===== src/include/plbc_pkg.sv =====
// Package with register map, field positions and constants of the loop control block
package plbc_pkg;
   // Register byte addresses, four bytes apart (32-bit words)
   localparam logic [7:0] ADDR_CTRL = 8'h00;
   localparam logic [7:0] ADDR_BW = 8'h04;
   localparam logic [7:0] ADDR_RDIV = 8'h08;
   localparam logic [7:0] ADDR_NDIV = 8'h0C;
   localparam logic [7:0] ADDR_VRS = 8'h10;
   localparam logic [7:0] ADDR_STAT = 8'h14;
   // Control register fields
   localparam int CTRL_IRQ_EN = 0;
   localparam int CTRL_PWR_ON = 1;
   localparam int CTRL_OSC_KEEP = 2;
   localparam int CTRL_PRE_LO = 4;
   localparam int CTRL_VPR_LO = 8;
   // Bandwidth register fields
   localparam int BW_AUTO = 0;
   localparam int BW_TRACK = 1;
   localparam int BW_LOCK = 2;
   // Status register fields
   localparam int STAT_LOCK_CHG = 0;
   localparam int STAT_OSC_EN = 1;
   localparam int STAT_TRACK = 2;
   // Field widths
   localparam int RDIV_W = 4;
   localparam int NDIV_W = 12;
   localparam int LIN_W = 8;
   localparam int PRE_W = 2;
   localparam int VPR_W = 2;
   // Reset values
   localparam logic [RDIV_W-1:0] RDIV_RST = 4'h1;
   localparam logic [NDIV_W-1:0] NDIV_RST = 12'h0_030;
   localparam logic [LIN_W-1:0] LIN_RST = 8'h40;
   // Nominal center frequency in Hz, scaled by ten (38.4 kHz)
   localparam int FNOM_DHZ = 384000;
   // Lock tolerance in feedback counts per reference period
   localparam int LOCK_TOL = 1;
   localparam int TRACK_TOL = 2;
endpackage : plbc_pkg


===== src/rtl/plbc_div.sv =====
// Modulo divider producing a one-cycle enable every n input enables
module plbc_div #(
   parameter int W = 12
) (
   input wire logic I_CLK,
   input wire logic I_RST,
   input wire logic i_en,
   input wire logic [W-1:0] i_mod,
   output logic o_tick
);
   logic [W-1:0] cnt;
   logic [W-1:0] lim;

   // Zero modulo behaves as one
   assign lim = (i_mod == '0) ? W'(1) : i_mod;

   always_ff @(posedge I_CLK) begin
      if (I_RST) begin
         cnt <= '0;
         o_tick <= 1'b0;
      end else begin
         o_tick <= 1'b0;
         if (i_en) begin
            if (cnt >= lim - W'(1)) begin
               cnt <= '0;
               o_tick <= 1'b1;
            end else begin
               cnt <= cnt + W'(1);
            end
         end
      end
   end
endmodule : plbc_div


===== src/rtl/plbc_top.sv =====
// Loop bandwidth, divider and lock control of the on-chip clock generator
// What this block does, and what software must do (RL14 to RL18)
// RL1: Oscillator enabled by system or stop bit
// RL2: Reference clock is buffered crystal clock
// RL3: Reference divided by modulo R
// RL4: VCO divided by two-power P then N
// RL5: Phase compare gives signed correction pulse
// RL6: Frequency compare decides mode and lock
// RL7: Center frequency is L times 2^E times nominal
// RL8: Tracking select clear means acquisition
// RL9: Automatic mode lets detector switch filter
// RL10: Auto mode tracking bit read-only, hardware driven
// RL11: Auto mode lock flag read-only, tolerance driven
// RL12: Lock change requests interrupt when enabled
// RL13: Manual mode tracking bit software written
// RL14: Software keeps tracking clear before power on
// RL15: Software waits acquisition time before tracking
// RL16: Software selects VCO only after lock
// RL17: Software programs R for valid reference
// RL18: Software recovers when lock lost
// RL19: Manual mode lock flag held clear
// RL20: Manual mode raises no interrupts
// RL21: Lock and tracking synchronised before use
module plbc_top #(
   parameter int NDIV_W = plbc_pkg::NDIV_W
) (
   input wire logic I_CLK,
   input wire logic I_RST,
   input wire logic [7:0] I_ADDR,
   input wire logic [31:0] I_WDATA,
   input wire logic I_WR,
   input wire logic I_RD,
   input wire logic I_SYSINT_OSCILLATOR_ENABLE,
   input wire logic I_CRYSTAL_TICK,
   input wire logic I_VCO_TICK,
   output logic [31:0] O_RDATA,
   output logic O_XTAL_AMP_ENABLE,
   output logic O_LOOP_REFERENCE_TICK,
   output logic O_DIVIDED_REFERENCE_TICK,
   output logic O_VCO_FEEDBACK_TICK,
   output logic O_PUMP_UP,
   output logic O_PUMP_DOWN,
   output logic O_TRACKING_MODE,
   output logic [31:0] O_CENTER_FREQ_DHZ,
   output logic O_IRQ
);
   logic irq_en;
   logic pwr_on;
   logic osc_keep;
   logic [plbc_pkg::PRE_W-1:0] pre;
   logic [plbc_pkg::VPR_W-1:0] vpr;
   logic auto_bw;
   logic track_sw;
   logic [plbc_pkg::RDIV_W-1:0] rdiv;
   logic [NDIV_W-1:0] ndiv;
   logic [plbc_pkg::LIN_W-1:0] lin;
   logic lock_chg;
   logic ref_tick;
   logic rdv_tick;
   logic vdv_tick;
   logic [7:0] pre_cnt;
   logic pre_tick;
   logic [7:0] pre_lim;
   logic [15:0] fb_cnt;
   logic lock_raw;
   logic track_raw;
   logic lock_s1;
   logic lock_s2;
   logic track_s1;
   logic track_s2;
   logic lock_q;
   logic wr_ctrl;
   logic wr_bw;
   logic [NDIV_W-1:0] ndiv_eff;
   logic [15:0] fb_err;
   logic [31:0] next_rdata;

   assign wr_ctrl = I_WR && (I_ADDR == plbc_pkg::ADDR_CTRL);
   assign wr_bw = I_WR && (I_ADDR == plbc_pkg::ADDR_BW);

   // Control registers
   always_ff @(posedge I_CLK) begin
      if (I_RST) begin
         irq_en <= 1'b0;
         pwr_on <= 1'b0;
         osc_keep <= 1'b0;
         pre <= '0;
         vpr <= '0;
      end else if (wr_ctrl) begin
         irq_en <= I_WDATA[plbc_pkg::CTRL_IRQ_EN];
         pwr_on <= I_WDATA[plbc_pkg::CTRL_PWR_ON];
         osc_keep <= I_WDATA[plbc_pkg::CTRL_OSC_KEEP];
         pre <= I_WDATA[plbc_pkg::CTRL_PRE_LO +: plbc_pkg::PRE_W];
         vpr <= I_WDATA[plbc_pkg::CTRL_VPR_LO +: plbc_pkg::VPR_W];
      end
   end

   // Bandwidth register; the tracking bit only takes writes in manual mode
   always_ff @(posedge I_CLK) begin
      if (I_RST) begin
         auto_bw <= 1'b0;
         track_sw <= 1'b0;
      end else if (wr_bw) begin
         auto_bw <= I_WDATA[plbc_pkg::BW_AUTO];
         if (!auto_bw) begin
            track_sw <= I_WDATA[plbc_pkg::BW_TRACK]; // see RL13
         end
      end
   end

   // Divider registers and the L factor of the center frequency
   always_ff @(posedge I_CLK) begin
      if (I_RST) begin
         rdiv <= plbc_pkg::RDIV_RST;
         ndiv <= NDIV_W'(plbc_pkg::NDIV_RST);
         lin <= plbc_pkg::LIN_RST;
      end else if (I_WR) begin
         if (I_ADDR == plbc_pkg::ADDR_RDIV) begin
            rdiv <= I_WDATA[plbc_pkg::RDIV_W-1:0];
         end
         if (I_ADDR == plbc_pkg::ADDR_NDIV) begin
            ndiv <= I_WDATA[NDIV_W-1:0];
         end
         if (I_ADDR == plbc_pkg::ADDR_VRS) begin
            lin <= I_WDATA[plbc_pkg::LIN_W-1:0];
         end
      end
   end

   // Oscillator enable and buffered reference
   always_ff @(posedge I_CLK) begin
      if (I_RST) begin
         O_XTAL_AMP_ENABLE <= 1'b0;
         ref_tick <= 1'b0;
      end else begin
         O_XTAL_AMP_ENABLE <= I_SYSINT_OSCILLATOR_ENABLE || osc_keep; // see RL1
         ref_tick <= I_CRYSTAL_TICK && (I_SYSINT_OSCILLATOR_ENABLE || osc_keep); // see RL2
      end
   end

   // Reference divider by R
   plbc_div #(.W(plbc_pkg::RDIV_W)) u_rdiv ( // see RL3
      .I_CLK(I_CLK),
      .I_RST(I_RST),
      .i_en(ref_tick && pwr_on),
      .i_mod(rdiv),
      .o_tick(rdv_tick)
   );

   // Prescaler by two to the P
   assign pre_lim = 8'(1) << pre;
   always_ff @(posedge I_CLK) begin
      if (I_RST) begin
         pre_cnt <= '0;
         pre_tick <= 1'b0;
      end else begin
         pre_tick <= 1'b0;
         if (I_VCO_TICK && pwr_on) begin
            if (pre_cnt >= pre_lim - 8'(1)) begin
               pre_cnt <= '0;
               pre_tick <= 1'b1; // see RL4
            end else begin
               pre_cnt <= pre_cnt + 8'(1);
            end
         end
      end
   end

   plbc_div #(.W(NDIV_W)) u_ndiv ( // see RL4
      .I_CLK(I_CLK),
      .I_RST(I_RST),
      .i_en(pre_tick),
      .i_mod(ndiv),
      .o_tick(vdv_tick)
   );

   // Phase detector: an edge raises its side until the other arrives
   always_ff @(posedge I_CLK) begin
      if (I_RST) begin
         O_PUMP_UP <= 1'b0;
         O_PUMP_DOWN <= 1'b0;
      end else if (!pwr_on) begin
         O_PUMP_UP <= 1'b0;
         O_PUMP_DOWN <= 1'b0;
      end else begin
         O_PUMP_UP <= (O_PUMP_UP || rdv_tick) && !(O_PUMP_DOWN || vdv_tick) ? 1'b1 : 1'b0; // see RL5
         O_PUMP_DOWN <= (O_PUMP_DOWN || vdv_tick) && !(O_PUMP_UP || rdv_tick) ? 1'b1 : 1'b0; // see RL5
      end
   end

   // Frequency compare: feedback edges per divided reference period, once per divided reference edge
   assign ndiv_eff = ndiv;
   assign fb_err = (fb_cnt > 16'(1)) ? fb_cnt - 16'(1) : 16'(1) - fb_cnt;
   always_ff @(posedge I_CLK) begin
      if (I_RST) begin
         fb_cnt <= '0;
         lock_raw <= 1'b0;
         track_raw <= 1'b0;
      end else if (!pwr_on) begin
         fb_cnt <= '0;
         lock_raw <= 1'b0;
         track_raw <= 1'b0;
      end else if (rdv_tick) begin
         fb_cnt <= vdv_tick ? 16'(1) : '0;
         // One feedback edge per reference period means the frequencies match
         lock_raw <= (fb_cnt == 16'(plbc_pkg::LOCK_TOL)); // see RL6
         track_raw <= (fb_err < 16'(plbc_pkg::TRACK_TOL)); // see RL6
      end else if (vdv_tick && fb_cnt != 16'hFFFF) begin
         fb_cnt <= fb_cnt + 16'(1);
      end
   end

   // Two-stage synchronisers; the first stage feeds only the second
   always_ff @(posedge I_CLK) begin
      if (I_RST) begin
         lock_s1 <= 1'b0;
         lock_s2 <= 1'b0;
         track_s1 <= 1'b0;
         track_s2 <= 1'b0;
      end else begin
         lock_s1 <= lock_raw; // see RL21
         lock_s2 <= lock_s1;
         track_s1 <= track_raw; // see RL21
         track_s2 <= track_s1;
      end
   end

   // Filter mode and lock flag
   always_ff @(posedge I_CLK) begin
      if (I_RST) begin
         O_TRACKING_MODE <= 1'b0;
         lock_q <= 1'b0;
      end else begin
         O_TRACKING_MODE <= auto_bw ? track_s2 : track_sw; // see RL8 RL9 RL10
         lock_q <= auto_bw && lock_s2; // see RL11 RL19
      end
   end

   // Sticky lock change event; a new change wins over a clear
   always_ff @(posedge I_CLK) begin
      if (I_RST) begin
         lock_chg <= 1'b0;
      end else if (auto_bw && (lock_q != (auto_bw && lock_s2))) begin
         lock_chg <= 1'b1; // see RL12
      end else if (I_WR && I_ADDR == plbc_pkg::ADDR_STAT && I_WDATA[plbc_pkg::STAT_LOCK_CHG]) begin
         lock_chg <= 1'b0;
      end
   end

   always_ff @(posedge I_CLK) begin
      if (I_RST) begin
         O_IRQ <= 1'b0;
      end else begin
         O_IRQ <= lock_chg && irq_en && auto_bw; // see RL12 RL20
      end
   end

   // Center frequency, in tenths of a hertz
   always_ff @(posedge I_CLK) begin
      if (I_RST) begin
         O_CENTER_FREQ_DHZ <= '0;
      end else begin
         O_CENTER_FREQ_DHZ <= 32'((lin * plbc_pkg::FNOM_DHZ) << vpr); // see RL7
      end
   end

   always_ff @(posedge I_CLK) begin
      if (I_RST) begin
         O_LOOP_REFERENCE_TICK <= 1'b0;
         O_DIVIDED_REFERENCE_TICK <= 1'b0;
         O_VCO_FEEDBACK_TICK <= 1'b0;
      end else begin
         O_LOOP_REFERENCE_TICK <= ref_tick;
         O_DIVIDED_REFERENCE_TICK <= rdv_tick;
         O_VCO_FEEDBACK_TICK <= vdv_tick;
      end
   end

   // Read mux; unmapped addresses read zero
   always_comb begin
      next_rdata = '0;
      unique case (I_ADDR)
         plbc_pkg::ADDR_CTRL: begin
            next_rdata[plbc_pkg::CTRL_IRQ_EN] = irq_en;
            next_rdata[plbc_pkg::CTRL_PWR_ON] = pwr_on;
            next_rdata[plbc_pkg::CTRL_OSC_KEEP] = osc_keep;
            next_rdata[plbc_pkg::CTRL_PRE_LO +: plbc_pkg::PRE_W] = pre;
            next_rdata[plbc_pkg::CTRL_VPR_LO +: plbc_pkg::VPR_W] = vpr;
         end
         plbc_pkg::ADDR_BW: begin
            next_rdata[plbc_pkg::BW_AUTO] = auto_bw;
            next_rdata[plbc_pkg::BW_TRACK] = O_TRACKING_MODE; // see RL10
            next_rdata[plbc_pkg::BW_LOCK] = lock_q; // see RL11
         end
         plbc_pkg::ADDR_RDIV: next_rdata[plbc_pkg::RDIV_W-1:0] = rdiv;
         plbc_pkg::ADDR_NDIV: next_rdata[NDIV_W-1:0] = ndiv_eff;
         plbc_pkg::ADDR_VRS: next_rdata[plbc_pkg::LIN_W-1:0] = lin;
         plbc_pkg::ADDR_STAT: begin
            next_rdata[plbc_pkg::STAT_LOCK_CHG] = lock_chg;
            next_rdata[plbc_pkg::STAT_OSC_EN] = O_XTAL_AMP_ENABLE;
            next_rdata[plbc_pkg::STAT_TRACK] = O_TRACKING_MODE;
         end
         default: next_rdata = '0;
      endcase
   end

   always_ff @(posedge I_CLK) begin
      if (I_RST) begin
         O_RDATA <= '0;
      end else begin
         O_RDATA <= I_RD ? next_rdata : '0;
      end
   end

   osc_enable_a: assert property (@(posedge I_CLK) disable iff (I_RST) // see RL1
      O_XTAL_AMP_ENABLE == $past(I_SYSINT_OSCILLATOR_ENABLE || osc_keep))
      else $error("oscillator enable wrong");
   ref_copy_a: assert property (@(posedge I_CLK) disable iff (I_RST) // see RL2
      ref_tick |-> $past(I_CRYSTAL_TICK)) else $error("reference tick without crystal tick");
   ref_div_a: assert property (@(posedge I_CLK) disable iff (I_RST) // see RL3
      rdv_tick |-> $past(ref_tick && pwr_on)) else $error("reference divider tick without reference");
   pump_excl_a: assert property (@(posedge I_CLK) disable iff (I_RST) // see RL5
      !(O_PUMP_UP && O_PUMP_DOWN)) else $error("pump both ways");
   manual_track_a: assert property (@(posedge I_CLK) disable iff (I_RST) // see RL13
      !auto_bw && $stable(auto_bw) && $stable(track_sw) |=> O_TRACKING_MODE == $past(track_sw))
      else $error("manual tracking mismatch");
   auto_ro_a: assert property (@(posedge I_CLK) disable iff (I_RST) // see RL10
      auto_bw && wr_bw |=> $stable(track_sw)) else $error("tracking bit written in auto");
   manual_lock_a: assert property (@(posedge I_CLK) disable iff (I_RST) // see RL19
      !$past(auto_bw) |-> !lock_q) else $error("lock flag in manual mode");
   manual_irq_a: assert property (@(posedge I_CLK) disable iff (I_RST) // see RL20
      !$past(auto_bw) |-> !O_IRQ) else $error("interrupt in manual mode");
   lock_sync_a: assert property (@(posedge I_CLK) disable iff (I_RST) // see RL21
      $rose(lock_q) |-> $past(lock_raw, 3)) else $error("lock not synchronised");
   // A change seen together with a software clear must still be kept
   chg_set_a: assert property (@(posedge I_CLK) disable iff (I_RST) // see RL12
      auto_bw && (lock_q != lock_s2) |=> lock_chg) else $error("lock change event lost");
   auto_track_a: assert property (@(posedge I_CLK) disable iff (I_RST) // see RL10
      auto_bw |=> O_TRACKING_MODE == $past(track_s2)) else $error("auto tracking not from detector");
   lock_auto_a: assert property (@(posedge I_CLK) disable iff (I_RST) // see RL11
      auto_bw |=> lock_q == $past(lock_s2)) else $error("lock flag not from detector");
   pump_off_a: assert property (@(posedge I_CLK) disable iff (I_RST) // see RL5
      !pwr_on |=> !O_PUMP_UP && !O_PUMP_DOWN) else $error("pump while loop off");
   rdata_idle_a: assert property (@(posedge I_CLK) disable iff (I_RST)
      !I_RD |=> O_RDATA == '0) else $error("read data outside read");
endmodule : plbc_top

===== config.mk =====
export PLATFORM = sky130hd
export DESIGN_NAME = plbc_top
export DESIGN_NICKNAME = d
export VERILOG_FILES = /design/src/include/plbc_pkg.sv /design/src/rtl/plbc_div.sv /design/src/rtl/plbc_top.sv
export SDC_FILE = /design/constraint.sdc
export NUM_CORES = 1
export LEC_CHECK = 0
export BUFFER_PORTS_ARGS = -buffer_cell sky130_fd_sc_hd__buf_2
export CORE_AREA = 5 5 150 152
export DETAILED_ROUTE_END_ITERATION = 12
export DIE_AREA = 0 0 155 157
export PLACE_DENSITY = 0.53
export SYNTH_ARGS = -nofsm -noshare
export SYNTH_HDL_FRONTEND = slang
export SYNTH_SLANG_ARGS = --single-unit

===== constraint.sdc =====
create_clock -name I_CLK -period 13.2 [get_ports I_CLK]
set_input_delay 1.98 -clock I_CLK [delete_from_list [all_inputs] [get_ports I_CLK]]
set_output_delay 1.98 -clock I_CLK [all_outputs]
set_load 0.01 [all_outputs]

==> impl_metrics.json <==
{
  "synth_seq_area_share_pct": 31.9,
  "fin_cells": 1258,
  "drt-pass1-iter-count": 5,
  "crit_family": "adder cells",
  "wirelength_mm": 18.8,
  "crit_fanout": 6,
  "drc": 0,
  "worst_setup_path_end_kind": "flop",
  "row_count": 53,
  "fin_crit_sh_pct": 39.5,
  "grt-busiest-layer": "met2",
  "worst-endpoint-required_ps": 13520,
  "clkLatencyLatePin_ps": 420,
  "ys_ff_latch": 125,
  "gr-usage-all-layers_pct": 15.7,
  "syn_avg_cell_area_um2": 8.52,
  "die_y_um": 157,
  "slew_viol_final": 0,
  "critical_path.cell_chain": "inv_1, fa_1, fa_1, inv_1, fa_1, inv_1, fa_1, inv_1, ha_1, o21a_1, o31a_1, o21ai_1, a2111oi_0, or4_1, nand3_1, a311oi_1",
  "synthFlopType": "dfxtp_1",
  "setup_violations": 0,
  "grtUsageMet1_pct": 21.8,
  "final_antenna_net_count": 0,
  "fin_crit_ps": 5210,
  "leakage_nw": 3.82,
  "max_freq_mhz": 192,
  "cts_buffer_depth": 2,
  "chipWidth_um": 155,
  "cts_hold_buffers": 0,
  "antenna_found_initial": 0,
  "drive_above_1_share_pct": 12.4,
  "vias_per_cell": 4.95,
  "post_cts_buffers": 0,
  "drt_iter0_drc": 357,
  "die_area_um2": 24300,
  "wl_per_cell_um": 15.0,
  "clock-sinks": 125,
  "synth_area_leader_cell": "dfxtp_1",
  "maxCapViolCount": 0,
  "maxSlewHeadroom_pct": 52.4,
  "routabilityCongestion": 0.820,
  "peakVddDrop_uv": 79.4,
  "grt_overflow": 0,
  "final_area_um2": 8890,
  "numCtsBuffers": 17,
  "synth_edf_count": 0,
  "vias": 6224,
  "grt_pass1_vias": 6147,
  "syn_to_final_growth_pct": 13.4,
  "synthArstFlopShare_pct": 0,
  "synthTopCellsByArea": "dfxtp_1 32%, ha_1 11%, fa_1 6.1%",
  "dp_cells": 1226,
  "antenna_cells": 0,
  "final_net_count": 1109,
  "cts_resized": 0,
  "finalHoldViolCount": 0,
  "netlist_instances": 920,
  "path_class": "flop to flop",
  "crit_path_start_kind": "flop",
  "grt_pass1_wl_mm": 31.0,
  "cts_root_buffer": "clkbuf_16",
  "slowest_stage": "a2111oi_0",
  "cts.clk_slew.worst_paths_ps": 60,
  "dp_hpwl_mm": 14.0,
  "worstPathArrival_ps": 5520,
  "synth_top_area_share_pct": 31.9,
  "cts_tree": "yes",
  "synthesis.area_um2": 7840,
  "start_util_pct": 37.5,
  "power_density_nw_per_um2": 101,
  "cts_htree_levels": 4,
  "grt_setup_unrepaired": "false",
  "grt_util_met2_pct": 24.6,
  "coreArea_um2": 20900,
  "yosysWarnings": 0,
  "met3_usage_pct": 3.08,
  "holdWs_ps": 436,
  "worst-path-buf-inv": 4,
  "timing.setup.tns_ps": 0,
  "cpPeakStageDelay_ps": 650,
  "worst_pin_slew_ps": 696,
  "outcome": "finished clean",
  "ys_types": 60,
  "ioPinCount": 119,
  "grt_max_degree": 63,
  "hold_class": "flop to flop",
  "fin_skew_ps": 9.09,
  "numPortBuffers": 66,
  "placed_area_um2": 8280
}
-- cells in the final DEF, fill, tap and decap left out, types with 12 or more instances in the layout --
master / instances
nor2_1: 101
inv_1: 73
dfxtp_1: 125
a211oi_1: 19
fa_1: 24
nand3_1: 49
nor3_1: 14
buf_2: 66
nand2_1: 76
o21ai_0: 15
nand4_1: 12
mux2i_1: 23
nor2b_1: 13
ha_1: 68
a21oi_1: 53
clkbuf_16: 17
xnor2_1: 25
xor2_1: 30
conb_1: 32
-- logic make-up after synthesis --
group | after synthesis | share of synthesized area (%)
and+or+nand+nor | 327 | 20.1
adders and majority gates | 92 | 17.0
buffers and inverters | 145 | 8.68
other | 1 | 0.0478
xor gates and xnor gates | 55 | 6.14
DFF | 125 | 31.9
AOI/OAI and AO/OA | 146 | 12.3
muxes | 29 | 3.80
-- layer usage --
metal	share of wire, %	vias up
li1	-	3189
met1	50	2901
met2	44	116
met3	4.0	18
met4	1.5	0
met5	0	-
-- worst reg2reg max path, delay by kind of cell, from the launching register on --
family,cells,cell delay [ps]
AND/OR/NAND/NOR,2,380
flip-flops,1,480
buffers and inverters,4,280
adder cells (fa/ha/maj),5,2520
AO/OA/AOI/OAI,5,1450
-- final timing paths --
| path | start | to | slack (ps) | depth (start not counted) |
|---|---|---|---|---|
| setup / recovery | lin[5] | O_CENTER_FREQ_DHZ[26] | 7990 | 16 |
| hold / removal | track_s1 | track_s2 | 440 | 1 |
| setup reg to reg | lin[5] | O_CENTER_FREQ_DHZ[26] | 7990 | 16 |
| hold reg to reg | track_s1 | track_s2 | 440 | 1 |
-- power by group --
group	total (mW)	leakage [nW]	switching, mW	internal (mW)
clock	0.492	0.289	0.184	0.308
sequential	0.380	1.01	0.00102	0.379
combinational	0.0293	2.52	0.0212	0.00809
total	0.902	3.82	0.206	0.696
-- per-stage QoR --
stage | setup slack, ps | power (mW) | utilization (%)
2_1_floorplan | 8580 | 0.412 | -
3_3_place_gp | 8110 | 0.418 | 39.6
3_5_place_dp | 8030 | 0.417 | 39.6
4_1_cts | 7970 | 0.913 | 42.6
5_1_grt | 7640 | 0.935 | 42.6
6_report | 7990 | 0.902 | 42.6
-- flip-flops by register name, indices dropped and copies added, names as in the netlist, 4 cells and up --
register,flops
O_CENTER_FREQ_DHZ,20
rdiv,4
u_ndiv.cnt,12
u_rdiv.cnt,4
pre_cnt,8
O_RDATA,12
lin,8
ndiv,12
fb_cnt,16
-- area by class of cell --
cell class                      count  area [µm²]
Sequential cell                   125        2500
Tap cell                          275         344
Fill cell                        2161       12000
Timing Repair Buffer               72         375
Multi-Input combinational cell    681        4780
Inverter                           73         274
Clock buffer                       20         457
Clock inverter                     12         160
-- Yosys cell counts (9+ instances only) --
master and count:
xor2_1 30, nor2b_1 13, o21ai_0 15, nor4_1 9, mux2i_1 23, a21o_1 10, nor3_1 14, clkbuf_1 33
ha_1 68, nand4_1 12, and3_1 11, nand3_1 49, fa_1 24, nand2_1 76, xnor2_1 25, and2_1 9
inv_1 73, dfxtp_1 125, nor2_1 101, a211oi_1 19, a21oi_1 53, buf_4 34
(Power assumes the default switching activity.)
